[src/smc_defs.vh]
// Purpose: constants for the standby mode control block
// Assumes: included by bare name
// Notes: register sits at offset 0 of a plain strobe port
`ifndef SMC_DEFS_VH
`define SMC_DEFS_VH
`define SMC_ADDR_W 4
`define SMC_OFF_STANDBY_CONTROL 4'h0
`define SMC_OFF_POWER_STATUS 4'h1
`define SMC_BIT_DEEP_SEL 7
`define SMC_BIT_HOLD_EN 6
`define SMC_BIT_RSVD5 5
`define SMC_BIT_RSVD4 4
`define SMC_BIT_TSEL_MSB 3
`define SMC_RST_DEEP_SEL 1'b0
`define SMC_RST_HOLD_EN 1'b1
`define SMC_RST_TSEL 4'hF
`define SMC_RST_TSEL_MSB 1'b1
`define SMC_ST_RUN 2'h0
`define SMC_ST_SLEEP 2'h1
`define SMC_ST_STANDBY 2'h2
`define SMC_ST_WAKE 2'h3
`endif

[src/smc_wake_timer.v]
// Purpose: clock stabilisation wait counter for wake from deep standby
// Assumes: start is a one-cycle pulse, tsel stable while counting
// Notes: state count is 2^(tsel+4) for codes 0101..1111, shortened by SHIFT
`timescale 1ns/100ps
module smc_wake_timer #(
	parameter SHIFT = 0
) (
	input wire clk, // System clock
	input wire rst_n, // Synchronous reset, active low
	input wire start, // Begin a wait
	input wire [3:0] tsel, // Timer select code
	output reg busy_r, // Counting
	output reg done_r // One-cycle end of wait
);
	reg [19:0] cnt_r;
	reg [19:0] load;
	reg [4:0] sh;

	always @*
	begin
		sh = {1'b0, tsel} + 5'h4;
		if (sh > SHIFT[4:0] + 5'h1)
			sh = sh - SHIFT[4:0];
		else
			sh = 5'h1;
		load = (20'h1 << sh) - 20'h1;
	end

	always @(posedge clk)
	begin
		if (!rst_n)
		begin
			cnt_r <= 20'h0;
			busy_r <= 1'b0;
			done_r <= 1'b0;
		end
		else
		begin
			done_r <= 1'b0;
			if (start)
			begin
				cnt_r <= load;
				busy_r <= 1'b1;
			end
			else if (busy_r)
			begin
				if (cnt_r == 20'h0)
				begin
					busy_r <= 1'b0;
					done_r <= 1'b1;
				end
				else
					cnt_r <= cnt_r - 20'h1;
			end
		end
	end
endmodule // smc_wake_timer

[src/smc_standby_ctrl.v]
// Purpose: standby control register and low-power state selection
// Assumes: sleep request and wake events come from logic on SYS_CLK
// Notes: bus outputs are passed through, held or released in deep standby
`timescale 1ns/100ps
`include "smc_defs.vh"
module smc_standby_ctrl #(
	parameter BUS_W = 32,
	parameter WAIT_SHIFT = 0
) (
	input wire SYS_CLK, // System clock 100 MHz
	input wire RST_N, // Synchronous reset, active low
	input wire [`SMC_ADDR_W-1:0] ADDR, // Register address
	input wire [7:0] WDATA, // Write data
	input wire WR, // Write strobe
	input wire RD, // Read strobe
	output reg [7:0] RDATA, // Read data, cycle after RD
	input wire [2:0] TSEL_LOW, // Lower three timer select bits
	input wire SLEEP_EXEC, // Sleep instruction executed, pulse
	input wire EXT_WAKE, // External interrupt wake, pulse
	input wire ANY_WAKE, // Any interrupt that ends sleep, pulse
	input wire [BUS_W-1:0] BUS_OUT, // Address and control values from core
	input wire [BUS_W-1:0] BUS_OE, // Their enables from core
	output reg [BUS_W-1:0] PIN_OUT, // Values to pins
	output reg [BUS_W-1:0] PIN_OE, // Enables to pins, high drives
	output reg SLEEPING, // In sleep mode
	output reg DEEP_STANDBY, // In deep standby or stabilisation wait
	output reg CLK_STOP // Oscillator stop request
);
	reg deep_sel_r;
	reg hold_en_r;
	reg tsel_msb_r;
	reg [1:0] state_r;
	reg [1:0] state_nxt;
	wire wait_busy;
	wire wait_done;
	wire start_wait;

	// ----------------------------------------
	// Register writes
	// ----------------------------------------
	always @(posedge SYS_CLK)
	begin
		if (!RST_N)
		begin
			deep_sel_r <= `SMC_RST_DEEP_SEL;
			hold_en_r <= `SMC_RST_HOLD_EN;
			tsel_msb_r <= `SMC_RST_TSEL_MSB;
		end
		else if (WR && ADDR == `SMC_OFF_STANDBY_CONTROL)
		begin
			deep_sel_r <= WDATA[`SMC_BIT_DEEP_SEL];
			hold_en_r <= WDATA[`SMC_BIT_HOLD_EN];
			tsel_msb_r <= WDATA[`SMC_BIT_TSEL_MSB];
		end
		// No hardware clear of deep_sel_r on wake
	end

	// ----------------------------------------
	// Register reads
	// ----------------------------------------
	always @(posedge SYS_CLK)
	begin
		if (!RST_N)
			RDATA <= 8'h00;
		else if (RD)
		begin
			RDATA <= 8'h00;
			if (ADDR == `SMC_OFF_STANDBY_CONTROL)
			begin
				RDATA[`SMC_BIT_DEEP_SEL] <= deep_sel_r;
				RDATA[`SMC_BIT_HOLD_EN] <= hold_en_r;
				RDATA[`SMC_BIT_RSVD5] <= 1'b0;
				RDATA[`SMC_BIT_RSVD4] <= 1'b0;
				RDATA[`SMC_BIT_TSEL_MSB] <= tsel_msb_r;
				RDATA[2:0] <= TSEL_LOW;
			end
			else if (ADDR == `SMC_OFF_POWER_STATUS)
				RDATA[1:0] <= state_r;
		end
	end

	// ----------------------------------------
	// Power state machine
	// ----------------------------------------
	assign start_wait = (state_r == `SMC_ST_STANDBY) && EXT_WAKE;

	always @*
	begin
		state_nxt = state_r;
		case (state_r)
		`SMC_ST_RUN:
			if (SLEEP_EXEC)
				state_nxt = deep_sel_r ? `SMC_ST_STANDBY : `SMC_ST_SLEEP;
		`SMC_ST_SLEEP:
			if (ANY_WAKE)
				state_nxt = `SMC_ST_RUN;
		`SMC_ST_STANDBY:
			if (EXT_WAKE)
				state_nxt = `SMC_ST_WAKE;
		`SMC_ST_WAKE:
			if (wait_done)
				state_nxt = `SMC_ST_RUN;
		default:
			state_nxt = `SMC_ST_RUN;
		endcase
	end

	always @(posedge SYS_CLK)
	begin
		if (!RST_N)
			state_r <= `SMC_ST_RUN;
		else
			state_r <= state_nxt;
	end

	smc_wake_timer #(
		.SHIFT(WAIT_SHIFT)
	) u_timer (
		.clk(SYS_CLK),
		.rst_n(RST_N),
		.start(start_wait),
		.tsel({tsel_msb_r, TSEL_LOW}),
		.busy_r(wait_busy),
		.done_r(wait_done)
	);

	// ----------------------------------------
	// Pin control and status outputs
	// ----------------------------------------
	always @(posedge SYS_CLK)
	begin
		if (!RST_N)
		begin
			PIN_OUT <= {BUS_W{1'b0}};
			PIN_OE <= {BUS_W{1'b0}};
			SLEEPING <= 1'b0;
			DEEP_STANDBY <= 1'b0;
			CLK_STOP <= 1'b0;
		end
		else
		begin
			SLEEPING <= (state_nxt == `SMC_ST_SLEEP);
			DEEP_STANDBY <= (state_nxt == `SMC_ST_STANDBY) || (state_nxt == `SMC_ST_WAKE);
			CLK_STOP <= (state_nxt == `SMC_ST_STANDBY);
			if (state_nxt == `SMC_ST_STANDBY || state_nxt == `SMC_ST_WAKE)
			begin
				if (!hold_en_r)
					PIN_OE <= {BUS_W{1'b0}};
				// Otherwise values and enables stay frozen
			end
			else
			begin
				PIN_OUT <= BUS_OUT;
				PIN_OE <= BUS_OE;
			end
		end
	end
endmodule // smc_standby_ctrl

[config.mk]
export PLATFORM = sky130hd
export DESIGN_NAME = smc_standby_ctrl
export DESIGN_NICKNAME = d
export VERILOG_FILES = /design/src/smc_wake_timer.v /design/src/smc_standby_ctrl.v
export VERILOG_INCLUDE_DIRS = /design/src /design/src/src
export SDC_FILE = /design/constraint.sdc
export NUM_CORES = 1
export LEC_CHECK = 0
export BUFFER_PORTS_ARGS = -buffer_cell sky130_fd_sc_hd__buf_4
export CAP_MARGIN = 5
export CORE_ASPECT_RATIO = 1.25
export CORE_UTILIZATION = 54
export DETAILED_ROUTE_END_ITERATION = 10
export PLACE_DENSITY = 0.94
export SYNTH_ARGS = -nofsm -noshare
export SYNTH_HDL_FRONTEND = slang
export SYNTH_SLANG_ARGS = --single-unit
[constraint.sdc]
create_clock -name SYS_CLK -period 7.6 [get_ports SYS_CLK]
set_input_delay 1.52 -clock SYS_CLK [delete_from_list [all_inputs] [get_ports SYS_CLK]]
set_output_delay 1.52 -clock SYS_CLK [all_outputs]
set_load 0.01 [all_outputs]
==> summary.md <==
| Metric | Value |
|---|---|
| Status | finished, final reports clean |
| Total power | 1.01 mW |
| Global route total overflow | 0 |
| VDD IR max | 0.174 mV |
| Hold Vio Cnt, Final | 0 |
| TritonCTS Buffers | 9 |
| Die area | 8710 um2 |
| Fraction of layout cells with a size suffix above 1 | 27.9% |
| FF+latch count, synth | 99 |
| Layout area overhead | 28.6% |
| # Post-CTS Setup Buffers | 0 |
| Diode count | 0 |
| Core area | 7930 um2 |
| Total track usage | 29.4% |
| Wire length per cell | 16.6 um |
| Power density over cell area | 175 nW/um2 |
| Clk pin slew, worst setup/hold paths | 0.10 ns |
| Minimum clock period | 4.14 ns |
| Share of the synthesized area in the top cell type | 44.0% |
| Type of origin of the critical path | primary input |
| Synthesis Warnings | 0 |
| Hold Crit Class | flip-flop to flip-flop |
| DR vias/cell | 5.89 |
| DRT iter0 DRCs | 261 |
| Routability Congestion | 0.965 |
| RSZ-0062 raised after global routing | false |
| CTS resizes | 0 |
| IO Count | 161 |
| Crit share post-route | 54.5% |
| Max-slew violation count | 0 |
| # nets final | 775 |
| Most area-hungry cell type in the Yosys netlist | dfxtp_1 |
| Critical path class | primary input to flip-flop |
| DP HPWL | 9190 um |
| Clk_skew | 0.0104 ns |
| Post-synthesis cell count | 563 |
| Synthesized cell area | 4500 um2 |
| DRT Pass-1 Iters | 5 |
| Die H | 104 um |
| Ys flop type | dfxtp_1 |
| Pin count of the biggest net entering global routing | 73 |
| DR DRC count | 0 |
| Mapped Avg Cell Area | 8.00 um2 |
| H-tree level count | 3 |
| Setup_tns | 0 ns |
| Slew @ Worst Pin | 1.18 ns |
| CTS Root Cell | clkbuf_8 |
| Starting Density | 56.8% |
| Post-synth EDFFs | 0 |
| First-pass GRT wire length | 20800 um |
| Initial antenna violation count | 0 |
| Antenna Violating Nets Remaining | 0 |
| Worst EP arrival | 4.40 ns |
| Setup crit end kind | flip-flop |
| Die width | 83.7 um |
| CTS tree | done |
| Worst slew margin | 21.0% |
| # hold bufs at CTS | 0 |
| Post-synth top cells | nand2_1 (125), dfxtp_1 (99), a21oi_1 (80) |
| Most frequent cell after synthesis | nand2_1 |
| IO Port Bufs | 153 |
| Clk Latency, worst-skew pair | 0.37 ns |
| Max-cap viol count | 0 |
| Clk buf depth | 2 |
| Fmax | 241 MHz |
| Crit Path Max Fanout | 30 |
| Final wirelength | 13100 um |
| Rows | 36 |
| Synth area leaders | dfxtp_1 (44%), nand2_1 (10%), a21oi_1 (8.9%) |
| Final Setup Violations | 0 |
| Ys async rst share | 0% |
| Post-synthesis sequential area ratio | 44.0% |
| Worst path required time | 7.86 ns |
| Number of clock sinks | 99 |
| Leakage | 2.60 nW |
| Via count | 4627 |
| Hold_ws | 0.459 ns |
| Vias in the first global route | 4472 |
| Post-synthesis cell type count | 62 |
[cells by family after synthesis]
group | synth area share [%]
buffers and inverters | 5.00
multiplexers | 0.250
XOR/XNOR | 1.75
AND/OR/NAND/NOR | 28.0
AO/OA/AOI/OAI | 20.0
other | 0.0833
adder cells (fa/ha/maj) | 0.834
flip-flops | 44.0
[state kept, by name, indices dropped and copies added (netlist names)]
| signal | flops |
|---|---|
| CLK_STOP | 1 |
| u_timer.done_r | 1 |
| u_timer.cnt_r | 20 |
| state_r | 2 |
| tsel_msb_r | 1 |
| SLEEPING | 1 |
| hold_en_r | 1 |
| PIN_OE | 32 |
| deep_sel_r | 1 |
| PIN_OUT | 32 |
| u_timer.busy_r | 1 |
| RDATA | 6 |
[per-stage QoR]
step | std cells | setup slack [ns] | utilization [%] | cell area [um2]
after floorplan | 564 | 3.41 | - | 4510
after CTS | 786 | 3.54 | 73.0 | 5790
after global routing | 786 | 3.27 | 73.0 | 5790
after detailed placement | 770 | 3.13 | 70.7 | 5610
after global placement | 770 | 3.16 | 70.7 | 5610
final | 786 | 3.46 | 73.0 | 5790
[final timing paths]
kind	from	end	slack (ns)	cells past startpoint
max	EXT_WAKE	u_timer.cnt_r[16]	3.46	9
min	PIN_OUT[31]	PIN_OUT[31]	0.46	2
max reg2reg	state_r[1]	u_timer.cnt_r[16]	4.04	8
min reg2reg	PIN_OUT[31]	PIN_OUT[31]	0.46	2
[layout make-up]
| class | count | area [um2] |
|---|---|---|
| Multi-Input combinational cell | 413 | 2310 |
| Fill cell | 621 | 2140 |
| Sequential cell | 99 | 1980 |
| Timing Repair Buffer | 155 | 1160 |
| Clock buffer | 10 | 138 |
| Tap cell | 95 | 119 |
| Clock inverter | 6 | 46.3 |
| Inverter | 8 | 30.0 |
[cell usage in the layout (no fill, tap or decap), types with 9 or more instances in the layout]
cell,synthesis,layout
buf_4,3,155
nand2_1,125,125
dfxtp_1,99,99
a21oi_1,80,79
nand3_1,52,52
nor2_1,23,23
o21ai_0,12,12
clkbuf_8,0,10
nor3_1,9,9
[layer usage]
metal	global-route usage, %	routed length [um]	up-vias
li1	-	-	2200
met1	32.8	4890	2156
met2	50.9	6570	231
met3	8.89	1160	40
met4	13.6	461	0
met5	0	0	-
[critical path, cell delays in order]
cell	delay [ns]
buf_4	0.16
nand3b_1	0.75
a22oi_1	0.51
ha_1	0.29
o21ai_2	0.09
a211o_4	0.38
or4_1	0.51
nand3_1	0.10
a21oi_1	0.09
[power by group]
part | leakage [nW] | internal, mW | total, mW | switching (mW)
combinational | 1.69 | 0.0685 | 0.134 | 0.0655
clock | 0.0950 | 0.132 | 0.324 | 0.192
sequential | 0.816 | 0.539 | 0.553 | 0.0137
total | 2.60 | 0.740 | 1.01 | 0.271
Power figures use the tool's default switching activity.
